<file path="config.mk">
export PLATFORM = sky130hd
export DESIGN_NAME = nsl_ctrl
export DESIGN_NICKNAME = d
export VERILOG_FILES = /design/src/rtl/nsl_pkg.sv /design/src/rtl/nsl_ctrl.sv
export SDC_FILE = /design/constraint.sdc
export NUM_CORES = 1
export LEC_CHECK = 0
export ABC_AREA = 1
export ABC_CLOCK_PERIOD_IN_PS = 1550
export BUFFER_PORTS_ARGS = -buffer_cell sky130_fd_sc_hd__buf_2
export CELL_PAD_IN_SITES_DETAIL_PLACEMENT = 1
export CELL_PAD_IN_SITES_GLOBAL_PLACEMENT = 1
export CORE_MARGIN = 2
export CORE_UTILIZATION = 33
export CTS_CLUSTER_SIZE = 20
export DETAILED_ROUTE_END_ITERATION = 8
export PLACE_DENSITY_LB_ADDON = 0.1
export SYNTH_ARGS = -nofsm -noshare
export SYNTH_HDL_FRONTEND = slang
export SYNTH_SLANG_ARGS = --single-unit
</file>
<file path="constraint.sdc">
create_clock -name ref_clk_in -period 1.55 [get_ports ref_clk_in]
set_clock_uncertainty 0.1 [all_clocks]
set_input_delay 0.0775 -clock ref_clk_in [delete_from_list [all_inputs] [get_ports ref_clk_in]]
set_output_delay 0.0775 -clock ref_clk_in [all_outputs]
set_load 0.005 [all_outputs]
</file>
<file path="src/rtl/nsl_pkg.sv">
package nsl_pkg;
    // ----------------------------------------
    // register map
    // ----------------------------------------
    localparam logic [11:0] ADDR_BUSY      = 12'hB00;
    localparam logic [11:0] ADDR_ERROR     = 12'hB01;
    localparam logic [11:0] ADDR_RELOAD_WE = 12'hB02;
    localparam logic [11:0] ADDR_SAVE      = 12'hB03;
    localparam int          BIT_WR_ENABLE  = 0;
    localparam int          BIT_RELOAD     = 1;
    localparam int          BIT_SAVE       = 0;
    localparam int          BIT_BUSY       = 0;
    localparam int          BIT_ERROR      = 0;
    localparam logic        RST_WR_ENABLE  = 1'b0;
    // ----------------------------------------
    // buffer segment and command stream
    // ----------------------------------------
    localparam logic [11:0] SEG_FIRST      = 12'hA00;
    localparam logic [11:0] SEG_LAST       = 12'hAFF;
    localparam int          CMD_OP_BIT     = 7;
    localparam logic [7:0]  OP_UPDATE      = 8'h80;
    localparam logic [7:0]  OP_END         = 8'hFF;
    localparam int          NVM_AW         = 10;
    localparam logic [NVM_AW-1:0] NVM_LAST = 10'h3FF;
    // ----------------------------------------
    // types
    // ----------------------------------------
    typedef struct packed {
        logic        we;
        logic [11:0] addr;
        logic [7:0]  data;
    } nsl_reg_wr_t;

    typedef enum logic [1:0] {
        PH_CMD  = 2'h0,
        PH_AHI  = 2'h1,
        PH_ALO  = 2'h2,
        PH_DATA = 2'h3
    } nsl_phase_t;

    typedef enum logic [3:0] {
        ST_IDLE  = 4'b0001,
        ST_FETCH = 4'b0010,
        ST_XFER  = 4'b0100,
        ST_DONE  = 4'b1000
    } nsl_state_t;
endpackage : nsl_pkg

</file>
<file path="src/rtl/nsl_ctrl.sv">
`timescale 1ns/10ps
// What this block does
// [RULE_01] read-only busy bit is 1 while a save or load runs, 0 when done
// [RULE_02] status pin shows busy whenever the status source select is set
// [RULE_03] read-only error bit is 1 when bad data was seen during a load
// [RULE_04] with select pin low, writing reload bit reloads from nonvolatile store, self-clears
// [RULE_05] store stays write protected unless the write-enable bit is 1; default 0; checked only at save start, a running save still writes if cleared
// [RULE_06] host waits at least 10 us after a transfer before starting another
// [RULE_07] writing 1 to the save bit starts copying buffer registers into the store
// [RULE_08] save bit returns to 0 by itself once the save has finished
// [RULE_09] upper bits of the four control registers have no function, read zero
// [RULE_10] busy stays high for the whole reload as it does for a save
// [RULE_11] save requested while write protected changes nothing and never runs
// [RULE_12] command byte with top bit 0 moves low seven bits plus one bytes
// [RULE_13] next two bytes after such a command give start address, high byte first
// [RULE_14] command byte with top bit 1 is update opcode or end-of-data terminator
// [RULE_15] buffer segment writer puts an end-of-data opcode in its last byte
module nsl_ctrl (
    input  wire logic                         ref_clk_in,
    input  wire logic                         rst_in,
    input  wire nsl_pkg::nsl_reg_wr_t         reg_wr_in,
    input  wire logic [11:0]                  reg_raddr_in,
    output logic      [7:0]                   reg_rdata_out,
    input  wire logic                         nvm_sel_n_in,
    input  wire logic                         status_sel_in,
    input  wire logic                         status_alt_in,
    output logic                              status_pin_out,
    output logic                              soft_reset_out,
    output logic                              io_update_out,
    output logic      [11:0]                  bank_addr_out,
    input  wire logic [7:0]                   bank_rdata_in,
    output logic                              bank_we_out,
    output logic      [11:0]                  bank_waddr_out,
    output logic      [7:0]                   bank_wdata_out,
    output logic                              nvm_req_out,
    output logic                              nvm_we_out,
    output logic      [nsl_pkg::NVM_AW-1:0]   nvm_addr_out,
    output logic      [7:0]                   nvm_wdata_out,
    input  wire logic                         nvm_ack_in,
    input  wire logic [7:0]                   nvm_rdata_in,
    input  wire logic                         nvm_err_in
);
    // ----------------------------------------
    // state
    // ----------------------------------------
    nsl_pkg::nsl_state_t          state_r;
    nsl_pkg::nsl_phase_t          phase_r;
    logic                         save_r;
    logic                         wr_en_r;
    logic                         err_r;
    logic [11:0]                  seg_ptr_r;
    logic [15:0]                  data_addr_r;
    logic [6:0]                   cnt_r;
    logic [7:0]                   byte_r;
    logic [nsl_pkg::NVM_AW-1:0]   nvm_ptr_r;
    logic                         start_save;
    logic                         start_load;
    logic                         accept;
    logic [7:0]                   in_byte;
    logic                         busy;
    logic                         finish;

    function automatic logic is_wr(input nsl_pkg::nsl_reg_wr_t w, input logic [11:0] a, input int b);
        is_wr = w.we && (w.addr == a) && w.data[b];
    endfunction : is_wr

    assign busy       = (state_r != nsl_pkg::ST_IDLE); // [RULE_01] [RULE_10]
    // protected store: save request dropped, nothing written
    assign start_save = (state_r == nsl_pkg::ST_IDLE) && wr_en_r
                        && is_wr(reg_wr_in, nsl_pkg::ADDR_SAVE, nsl_pkg::BIT_SAVE); // [RULE_07] [RULE_11] [RULE_05]
    assign start_load = (state_r == nsl_pkg::ST_IDLE) && !nvm_sel_n_in
                        && is_wr(reg_wr_in, nsl_pkg::ADDR_RELOAD_WE, nsl_pkg::BIT_RELOAD); // [RULE_04]
    assign accept     = (state_r == nsl_pkg::ST_XFER) && nvm_ack_in;
    assign in_byte    = save_r ? byte_r : nvm_rdata_in;
    // last seg byte read in command phase or store end without terminator ends the walk; err_r is not set
    assign finish     = accept && (((phase_r == nsl_pkg::PH_CMD) && in_byte[nsl_pkg::CMD_OP_BIT]
                        && (in_byte == nsl_pkg::OP_END))
                        || ((phase_r == nsl_pkg::PH_CMD) && (seg_ptr_r == nsl_pkg::SEG_LAST))
                        || (nvm_ptr_r == nsl_pkg::NVM_LAST)); // [RULE_14] [RULE_15]
    assign bank_addr_out = (phase_r == nsl_pkg::PH_DATA) ? data_addr_r[11:0] : seg_ptr_r;
    assign nvm_req_out   = (state_r == nsl_pkg::ST_XFER);
    assign nvm_we_out    = save_r && (state_r == nsl_pkg::ST_XFER); // [RULE_05]
    assign nvm_addr_out  = nvm_ptr_r;
    assign nvm_wdata_out = byte_r;

    // ----------------------------------------
    // sequencer
    // ----------------------------------------
    always_ff @(posedge ref_clk_in) begin
        if (rst_in) begin
            state_r <= nsl_pkg::ST_IDLE;
            save_r  <= 1'b0;
        end else begin
            case (state_r)
                nsl_pkg::ST_IDLE: begin
                    if (start_save || start_load) begin
                        state_r <= nsl_pkg::ST_FETCH;
                        save_r  <= start_save;
                    end
                end
                nsl_pkg::ST_FETCH: state_r <= nsl_pkg::ST_XFER;
                nsl_pkg::ST_XFER: begin
                    if (finish) begin
                        state_r <= nsl_pkg::ST_DONE;
                    end else if (accept) begin
                        state_r <= nsl_pkg::ST_FETCH;
                    end
                end
                nsl_pkg::ST_DONE: state_r <= nsl_pkg::ST_IDLE; // [RULE_08]
                default: state_r <= nsl_pkg::ST_IDLE;
            endcase
        end
    end

    // ----------------------------------------
    // command stream parser
    // ----------------------------------------
    always_ff @(posedge ref_clk_in) begin
        if (rst_in) begin
            phase_r     <= nsl_pkg::PH_CMD;
            seg_ptr_r   <= nsl_pkg::SEG_FIRST;
            data_addr_r <= 16'h0000;
            cnt_r       <= 7'h00;
            nvm_ptr_r   <= '0;
        end else if (state_r == nsl_pkg::ST_IDLE) begin
            phase_r   <= nsl_pkg::PH_CMD;
            seg_ptr_r <= nsl_pkg::SEG_FIRST;
            nvm_ptr_r <= '0;
        end else if (accept) begin
            nvm_ptr_r <= nvm_ptr_r + 10'h001;
            case (phase_r)
                nsl_pkg::PH_CMD: begin
                    seg_ptr_r <= seg_ptr_r + 12'h001;
                    if (!in_byte[nsl_pkg::CMD_OP_BIT]) begin
                        cnt_r   <= in_byte[6:0]; // [RULE_12]
                        phase_r <= nsl_pkg::PH_AHI;
                    end
                end
                nsl_pkg::PH_AHI: begin
                    seg_ptr_r          <= seg_ptr_r + 12'h001;
                    data_addr_r[15:8]  <= in_byte; // [RULE_13]
                    phase_r            <= nsl_pkg::PH_ALO;
                end
                nsl_pkg::PH_ALO: begin
                    seg_ptr_r          <= seg_ptr_r + 12'h001;
                    data_addr_r[7:0]   <= in_byte; // [RULE_13]
                    phase_r            <= nsl_pkg::PH_DATA;
                end
                nsl_pkg::PH_DATA: begin
                    data_addr_r <= data_addr_r + 16'h0001;
                    cnt_r       <= cnt_r - 7'h01;
                    if (cnt_r == 7'h00) begin
                        phase_r <= nsl_pkg::PH_CMD; // [RULE_12]
                    end
                end
                default: phase_r <= nsl_pkg::PH_CMD;
            endcase
        end
    end

    // ----------------------------------------
    // data movement
    // ----------------------------------------
    // bank read is combinational, so the fetch cycle latches it for the store write
    always_ff @(posedge ref_clk_in) begin
        if (rst_in) begin
            byte_r         <= 8'h00;
            bank_we_out    <= 1'b0;
            bank_waddr_out <= 12'h000;
            bank_wdata_out <= 8'h00;
            io_update_out  <= 1'b0;
        end else begin
            if (state_r == nsl_pkg::ST_FETCH && save_r) begin
                byte_r <= bank_rdata_in; // [RULE_07]
            end
            bank_we_out    <= accept && !save_r;
            bank_waddr_out <= bank_addr_out;
            bank_wdata_out <= in_byte;
            io_update_out  <= accept && (phase_r == nsl_pkg::PH_CMD)
                              && (in_byte == nsl_pkg::OP_UPDATE); // [RULE_14]
        end
    end

    // ----------------------------------------
    // control and status bits
    // ----------------------------------------
    always_ff @(posedge ref_clk_in) begin
        if (rst_in) begin
            wr_en_r        <= nsl_pkg::RST_WR_ENABLE; // [RULE_05]
            err_r          <= 1'b0;
            soft_reset_out <= 1'b0;
            status_pin_out <= 1'b0;
        end else begin
            if (reg_wr_in.we && reg_wr_in.addr == nsl_pkg::ADDR_RELOAD_WE) begin
                wr_en_r <= reg_wr_in.data[nsl_pkg::BIT_WR_ENABLE]; // [RULE_05]
            end
            // fresh load clears; a bad byte later in that load sets
            if (accept && !save_r && nvm_err_in) begin
                err_r <= 1'b1; // [RULE_03]
            end else if (start_load) begin
                err_r <= 1'b0;
            end
            soft_reset_out <= start_load; // [RULE_04]
            status_pin_out <= status_sel_in ? busy : status_alt_in; // [RULE_02]
        end
    end

    // ----------------------------------------
    // register read
    // ----------------------------------------
    always_ff @(posedge ref_clk_in) begin
        if (rst_in) begin
            reg_rdata_out <= 8'h00;
        end else begin
            reg_rdata_out <= 8'h00; // [RULE_09]
            case (reg_raddr_in)
                nsl_pkg::ADDR_BUSY:  reg_rdata_out[nsl_pkg::BIT_BUSY]  <= busy; // [RULE_01]
                nsl_pkg::ADDR_ERROR: reg_rdata_out[nsl_pkg::BIT_ERROR] <= err_r; // [RULE_03]
                nsl_pkg::ADDR_RELOAD_WE: begin
                    reg_rdata_out[nsl_pkg::BIT_RELOAD]    <= busy && !save_r; // [RULE_04]
                    reg_rdata_out[nsl_pkg::BIT_WR_ENABLE] <= wr_en_r;
                end
                nsl_pkg::ADDR_SAVE:  reg_rdata_out[nsl_pkg::BIT_SAVE]  <= busy && save_r; // [RULE_08]
                default: reg_rdata_out <= 8'h00;
            endcase
        end
    end

    // ----------------------------------------
    // checks
    // ----------------------------------------
    property p_busy_start;
        @(posedge ref_clk_in) disable iff (rst_in)
        (start_save || start_load) |=> busy[*2];
    endproperty
    a_busy_start: assert property (p_busy_start) else $error("busy not raised on start"); // [RULE_01]

    property p_status_pin;
        @(posedge ref_clk_in) disable iff (rst_in)
        status_sel_in |=> (status_pin_out == $past(busy));
    endproperty
    a_status_pin: assert property (p_status_pin) else $error("status pin not following busy"); // [RULE_02]

    property p_err_set;
        @(posedge ref_clk_in) disable iff (rst_in)
        (accept && !save_r && nvm_err_in) |=> err_r;
    endproperty
    a_err_set: assert property (p_err_set) else $error("load error not flagged"); // [RULE_03]

    property p_reload;
        @(posedge ref_clk_in) disable iff (rst_in)
        start_load |=> (soft_reset_out && !save_r && state_r == nsl_pkg::ST_FETCH);
    endproperty
    a_reload: assert property (p_reload) else $error("reload did not start"); // [RULE_04]

    property p_protect;
        @(posedge ref_clk_in) disable iff (rst_in)
        (state_r == nsl_pkg::ST_IDLE && !wr_en_r) |=> ##1 !nvm_we_out;
    endproperty
    a_protect: assert property (p_protect) else $error("store written while protected"); // [RULE_05]

    property p_no_save_locked;
        @(posedge ref_clk_in) disable iff (rst_in)
        (state_r == nsl_pkg::ST_IDLE && !wr_en_r) |=> !(busy && save_r);
    endproperty
    a_no_save_locked: assert property (p_no_save_locked) else $error("save ran while protected"); // [RULE_11]

    property p_self_clear;
        @(posedge ref_clk_in) disable iff (rst_in)
        (state_r == nsl_pkg::ST_DONE) |=> ##1 ($past(reg_raddr_in) != nsl_pkg::ADDR_SAVE
                                                || !reg_rdata_out[nsl_pkg::BIT_SAVE]);
    endproperty
    a_self_clear: assert property (p_self_clear) else $error("save bit did not clear"); // [RULE_08]

    property p_len;
        @(posedge ref_clk_in) disable iff (rst_in)
        (accept && phase_r == nsl_pkg::PH_CMD && !in_byte[7] && !finish)
            |=> (cnt_r == $past(in_byte[6:0]) && phase_r == nsl_pkg::PH_AHI);
    endproperty
    a_len: assert property (p_len) else $error("transfer length wrong"); // [RULE_12]

    property p_end;
        @(posedge ref_clk_in) disable iff (rst_in)
        (accept && phase_r == nsl_pkg::PH_CMD && in_byte == nsl_pkg::OP_END) |=> ##1 !busy;
    endproperty
    a_end: assert property (p_end) else $error("end opcode did not stop"); // [RULE_14]
endmodule : nsl_ctrl

</file>
### Yosys cells after proc, flatten, opt, wreduce, memory -nomap -nowiden

Cells that the tools add are included.

| storage, ports and cells | value |
|---|---|
| input bits | 56 |
| word-level logic and storage cells | 106 |
| flip-flop bits (word level) | 94 |

| operators by class | value |
|---|---|
| add/subtract/negate cells | 4 |
| bitwise logic cells | 2 |
| mux-type cells | 17 |
| reduce and logical (&&, ||, !) cells | 42 |
| equality and inequality tests | 21 |

Operators by type and width:

| kind | count |
|---|---|
| == test 12 bit, second input constant | 7 |
| case mux 8 bit (2 select lines) | 2 |
| logical AND 1 bit | 21 |
| adder 16 x 1 -> 16 bit, second input constant | 1 |
| == test 8 bit, second input constant | 2 |
| case mux 7 bit (2 select lines) | 1 |
| adder 12 x 1 -> 12 bit, second input constant | 1 |
| 2-to-1 mux 12 bit | 1 |
| 2-to-1 mux 4 bit | 3 |
| case mux 4 bit (3 select lines) | 1 |
| adder 10 x 1 -> 10 bit, second input constant | 1 |
| == test 10 bit, second input constant | 1 |
| AND reduction 3 bit | 3 |
| 2-to-1 mux 8 bit | 1 |
| case mux 2 bit (4 select lines) | 1 |
| nonzero test 2 bit | 4 |
| logical NOT 7 bit | 1 |
| 2-to-1 mux 7 bit | 1 |
| subtractor 7 x 1 -> 7 bit, second input constant | 1 |
| AND reduction 2 bit | 3 |
| == test 2 bit, second input constant | 2 |
| == test 4 x 1 -> 1 bit, second input constant | 1 |
| == test 4 x 2 -> 1 bit, second input constant | 1 |
| == test 4 x 3 -> 1 bit, second input constant | 1 |
| other kinds (15) | 24 |

### Logic depth before layout (Yosys ltp)

| logic depth | value |
|---|---|
| word-level depth | 8 |
| depth in mapped cells | 11 |
| gate-level depth less buffers | 11 |

### Worst setup path before layout

Ideal clock, no wire load.

| timing path | value |
|---|---|
| path kind | register -> register |
| start | register phase_r[0] |
| end | register cnt_r[2] |
| library setup time | 0.133 ns |
| data required time | 1.317 ns |
| stages on the path, launching flop included | 6 |
| slack | 0.092 ns |
| data arrival time | 1.225 ns |
| path through | dfxtp_1 inv_1 ha_1 nand3b_2 o21ai_0 a21oi_1 |

| between the ends | value |
|---|---|
| word-level cells in the longest chain between the ends | 3 |
| elaborated cells between the ends (all ways) | 6 |
| those cells by class | eq/ne (2); mux (1); reduce/logical (3) |

RTL lines:

| what | line | RTL |
|---|---|---|
| from (decl) | nsl_ctrl.sv:47 | `nsl_pkg::nsl_phase_t phase_r;` |
| from (signal assigned) | nsl_ctrl.sv:120 | `phase_r <= nsl_pkg::PH_CMD;` |
| from (signal assigned) | nsl_ctrl.sv:126 | `phase_r <= nsl_pkg::PH_CMD;` |
| from (signal assigned) | nsl_ctrl.sv:136 | `phase_r <= nsl_pkg::PH_AHI;` |
| == test 2 bit or logical NOT 2 bit (tied branches) | nsl_ctrl.sv:131 | `case (phase_r)` |
| nonzero test 2 bit (no line) or inequality test 2 bit (tied branches) | n/a |  |
| AND reduction 4 bit (no line) | n/a |  |
| to (signal assigned) | nsl_ctrl.sv:135 | `cnt_r <= in_byte[6:0];` |
| to (signal assigned) | nsl_ctrl.sv:151 | `cnt_r <= cnt_r - 7'h01;` |
| to (decl) | nsl_ctrl.sv:53 | `logic [6:0] cnt_r;` |

Parallel ways exist; a longest one is shown, timed or not.
A chain may end at the register's enable or synchronous reset.

### Worst setup path after layout

| timing path | value |
|---|---|
| start | register phase_r[0] |
| end | output bank_addr_out[5] |

| between the ends | value |
|---|---|
| word-level cells in the longest chain between the ends | 2 |

RTL lines:

| what | line | RTL |
|---|---|---|
| == test 2 bit | nsl_ctrl.sv:80 | `assign bank_addr_out = (phase_r == nsl_pkg::PH_DATA) ? data_addr_r[11:0] : seg_ptr_r;` |
| 2-to-1 mux 12 bit | nsl_ctrl.sv:80 |  |
| to (decl) | nsl_ctrl.sv:30 | `output logic [11:0] bank_addr_out,` |

Every way passes these cells.

==> results.json <==
{
  "clkTransAtPathRegs_ns": 0.06,
  "hp-class": "in -> reg",
  "fp.dieW_um": 117,
  "cts_root_buf": "clkbuf_16",
  "hold_slack_ns": 0.0217,
  "ir_worst_vdd_v": 0.000391,
  "core_area_um2": 12600,
  "rsz0062_at_grt": "true",
  "via_count": 4915,
  "p_leak_nw": 2.94,
  "startpoint_type": "flip-flop",
  "nets": 880,
  "portBuffers": 107,
  "drive_above_1_share_pct": 35.5,
  "wl_per_cell_um": 16.2,
  "h-tree-depth": 3,
  "min_from": "nvm_rdata_in[6]",
  "ys.flop_type": "dfxtp_1",
  "dpl.hpwl_um": 11000,
  "p_int_mw": 3.94,
  "rows": 41,
  "numCtsBuffers": 9,
  "comb_power_share_pct": 8.4,
  "ios": 120,
  "maxSlewViolCount": 0,
  "clock_latency_ns": 0.35,
  "min_path_cells": 5,
  "ys_ff_latch": 84,
  "crit_path_end_kind": "output port",
  "yosysWarnings": 0,
  "outcome": "complete, but fails checks",
  "r2r_setup_slack_ns": -0.07,
  "cts.sinks": 84,
  "timing.final.ws_setup_ns": -0.117,
  "antenna_cells": 0,
  "syn_area_um2": 4240,
  "netlist_instances": 615,
  "hold_violations": 0,
  "reg2reg_to": "nvm_addr_out[2]$_SDFFE_PP0P_",
  "grt_max_degree": 22,
  "drcViolationCount": 0,
  "drv_cap": 0,
  "r2r_start": "state_r[3]$_SDFFE_PP0P_",
  "area_growth_pct": 53.4,
  "grtUsageTotal_pct": 22.7,
  "synth_edf_count": 0,
  "cts_tree": "done",
  "stdcell_area_um2": 6500,
  "overflow": 0,
  "grt_pass1_vias": 5083,
  "cp.required_ns": 1.37,
  "finalSetupViolCount": 28,
  "p_switching_mw": 1.16,
  "power.share.clock_pct": 48.8,
  "syn_avg_cell_area_um2": 6.89,
  "antenna_found_initial": 0,
  "start_util_pct": 33.7,
  "critPathMaxFanout": 6,
  "holdPathEnd": "bank_wdata_out[6]$_SDFF_PP0_",
  "synth_seq_area_share_pct": 39.7,
  "synthArstFlopShare_pct": 0,
  "placed_cell_area_um2": 5270,
  "arrival_ns": 1.49,
  "fmax_ghz": 0.600,
  "wl_um": 16100,
  "n_fill_cell": 1589,
  "vias_per_cell": 4.96,
  "globalplace.congestion": 0.813,
  "drt_iter0_markers": 299,
  "reg2reg_depth": 8,
  "swShare_pct": 22.8,
  "die_h_um": 117,
  "post-route-period-util_pct": 108,
  "grt_pass1_wl_um": 25300,
  "dieArea_um2": 13800,
  "dr.pass1.iters": 4,
  "min_period_ns": 1.67,
  "fin_total_pwr_mw": 5.10,
  "p_per_area_nw_per_um2": 784,
  "ant_nets": 0,
  "power_frac_seq_pct": 42.8,
  "failed_checks": "negative setup slack",
  "cts.path.max_buffers": 2,
  "critical_path_class": "reg -> out",
  "synth_cell_types": 42
}
## critical path, stage by stage (launching register included)
cell	delay (ns)
dfxtp_4	0.36
ha_4	0.17
inv_4	0.07
buf_12	0.14
buf_8	0.13
nor2_4	0.04
a21oi_2	0.10
buf_2	0.13
## how the worst max path moves through the flow
stage                                        from                    endpoint  slack (ns)  cells past startpoint
final                     phase_r[0]$_SDFFE_PP0P_            bank_addr_out[5]       -0.12                      7
after global placement    phase_r[0]$_SDFFE_PP0P_  seg_ptr_r[11]$_SDFFE_PP1P_       -0.07                      8
after detailed placement  phase_r[0]$_SDFFE_PP0P_  seg_ptr_r[11]$_SDFFE_PP1P_       -0.12                      8
after floorplan           phase_r[0]$_SDFFE_PP0P_       cnt_r[2]$_SDFFE_PP0P_        0.09                      5
after CTS                 phase_r[0]$_SDFFE_PP0P_            bank_addr_out[2]       -0.09                      7
after global routing      phase_r[0]$_SDFFE_PP0P_            bank_addr_out[5]       -0.16                      7
## sequential cells by signal, indices dropped and copies added (netlist names)
signal and count:
bank_waddr_out 12, bank_wdata_out 8, bank_we_out 1, cnt_r 7, data_addr_r 12, err_r 1
io_update_out 1, nvm_addr_out 10, nvm_wdata_out 8, phase_r 2, reg_rdata_out 2, save_r 1
seg_ptr_r 12, soft_reset_out 1, state_r 4, status_pin_out 1, wr_en_r 1
## Yosys cell counts (all sizes together) (2+ instances only)
cell type / number / share of area (%)
nand2: 148 / 13
nand4: 14 / 2.2
a211oi: 9 / 1.6
nor2: 73 / 7.1
a21oi: 59 / 7.0
ha: 10 / 3.0
dfxtp: 84 / 40
nor3: 13 / 1.9
o21ai: 40 / 4.7
a41oi: 2 / 0.41
inv: 68 / 6.0
or2: 3 / 0.44
and3: 2 / 0.30
clkbuf: 5 / 0.44
buf: 22 / 3.3
a31oi: 9 / 1.3
nand3b: 3 / 0.62
o211ai: 2 / 0.35
xor2: 3 / 0.62
and2: 2 / 0.30
nand3: 36 / 4.4
## cell families (layout without fill, tap and decap cells)
logic type / count (synthesis) / in the layout / synth area share (%)
and+or+nand+nor: 295 / 296 / 30.5
AOI/OAI and AO/OA: 126 / 126 / 16.3
buffers and inverters: 96 / 294 / 9.86
DFF: 84 / 84 / 39.7
adders and majority gates: 10 / 10 / 2.95
xor gates and xnor gates: 3 / 3 / 0.620
other: 1 / 6 / 0.0884
## stage by stage
| stage | setup WS [ns] | TNS (ns) | instances | utilization, % |
|---|---|---|---|---|
| 2_1_floorplan | 0.0924 | 0 | 620 | - |
| 3_3_place_gp | -0.0672 | -0.400 | 928 | 41.9 |
| 3_5_place_dp | -0.120 | -2.14 | 928 | 41.9 |
| 4_1_cts | -0.0894 | -1.12 | 982 | 49.0 |
| 5_1_grt | -0.160 | -4.79 | 991 | 51.8 |
| 6_report | -0.117 | -1.31 | 991 | 51.8 |
## what timing repair did
| action | in CTS | in global routing |
|---|---|---|
| resized for setup | 59 | 93 |
| endpoints found under the setup margin | 50 | 66 |
| gates cloned | 2 | 2 |
| hold endpoints to repair | 17 | 0 |
| hold buffers | 27 | 0 |
| setup buffers | 10 | 8 |
| pin swaps | 9 | 26 |
## final cells by class
| cell class | instances | area [um2] | area share [%] |
|---|---|---|---|
| Multi-Input combinational cell | 441 | 2510 | 38.5 |
| Sequential cell | 84 | 1700 | 26.2 |
| Tap cell | 172 | 215 | 3.31 |
| Inverter | 69 | 269 | 4.14 |
| Clock buffer | 11 | 233 | 3.58 |
| Timing Repair Buffer | 209 | 1480 | 22.8 |
| Clock inverter | 5 | 100 | 1.54 |
## cell usage in the layout, fill, tap and decap left out, drive strengths merged
master         n
a41oi          2
bufinv         3
clkbuf        12
nor3          13
nor4           1
o21ai         40
inv           68
a31oi          9
o31ai          1
a21oi         59
nand2        148
conb           6
ha            10
o21a           1
dfxtp         84
buf          181
clkinv         3
nor2          73
o21bai         1
dlygate4sd3   27
and3           2
o311ai         1
and2           2
or2            3
o2111ai        1
xor2           3
nand3         36
a211oi         9
o211ai         2
nand3b         4
nand4         14
## per-layer routing
metal | GRT usage (%) | up-vias | wire, um
met5 | 0 | - | 0
met2 | 39.9 | 93 | 8150
met4 | 8.36 | 0 | 425
met1 | 27.9 | 2369 | 7020
li1 | - | 2424 | -
met3 | 3.65 | 29 | 485
## power by group through the flow
stage | combinational, mW | clock, mW | sequential, mW
3_5_place_dp | 0.321 | 0 | 2.23
5_1_grt | 0.471 | 2.61 | 2.18
6_report | 0.429 | 2.49 | 2.18
2_1_floorplan | 0.147 | 0 | 2.24
4_1_cts | 0.388 | 2.52 | 2.18
3_3_place_gp | 0.313 | 0 | 2.23
(Power assumes the default switching activity.)
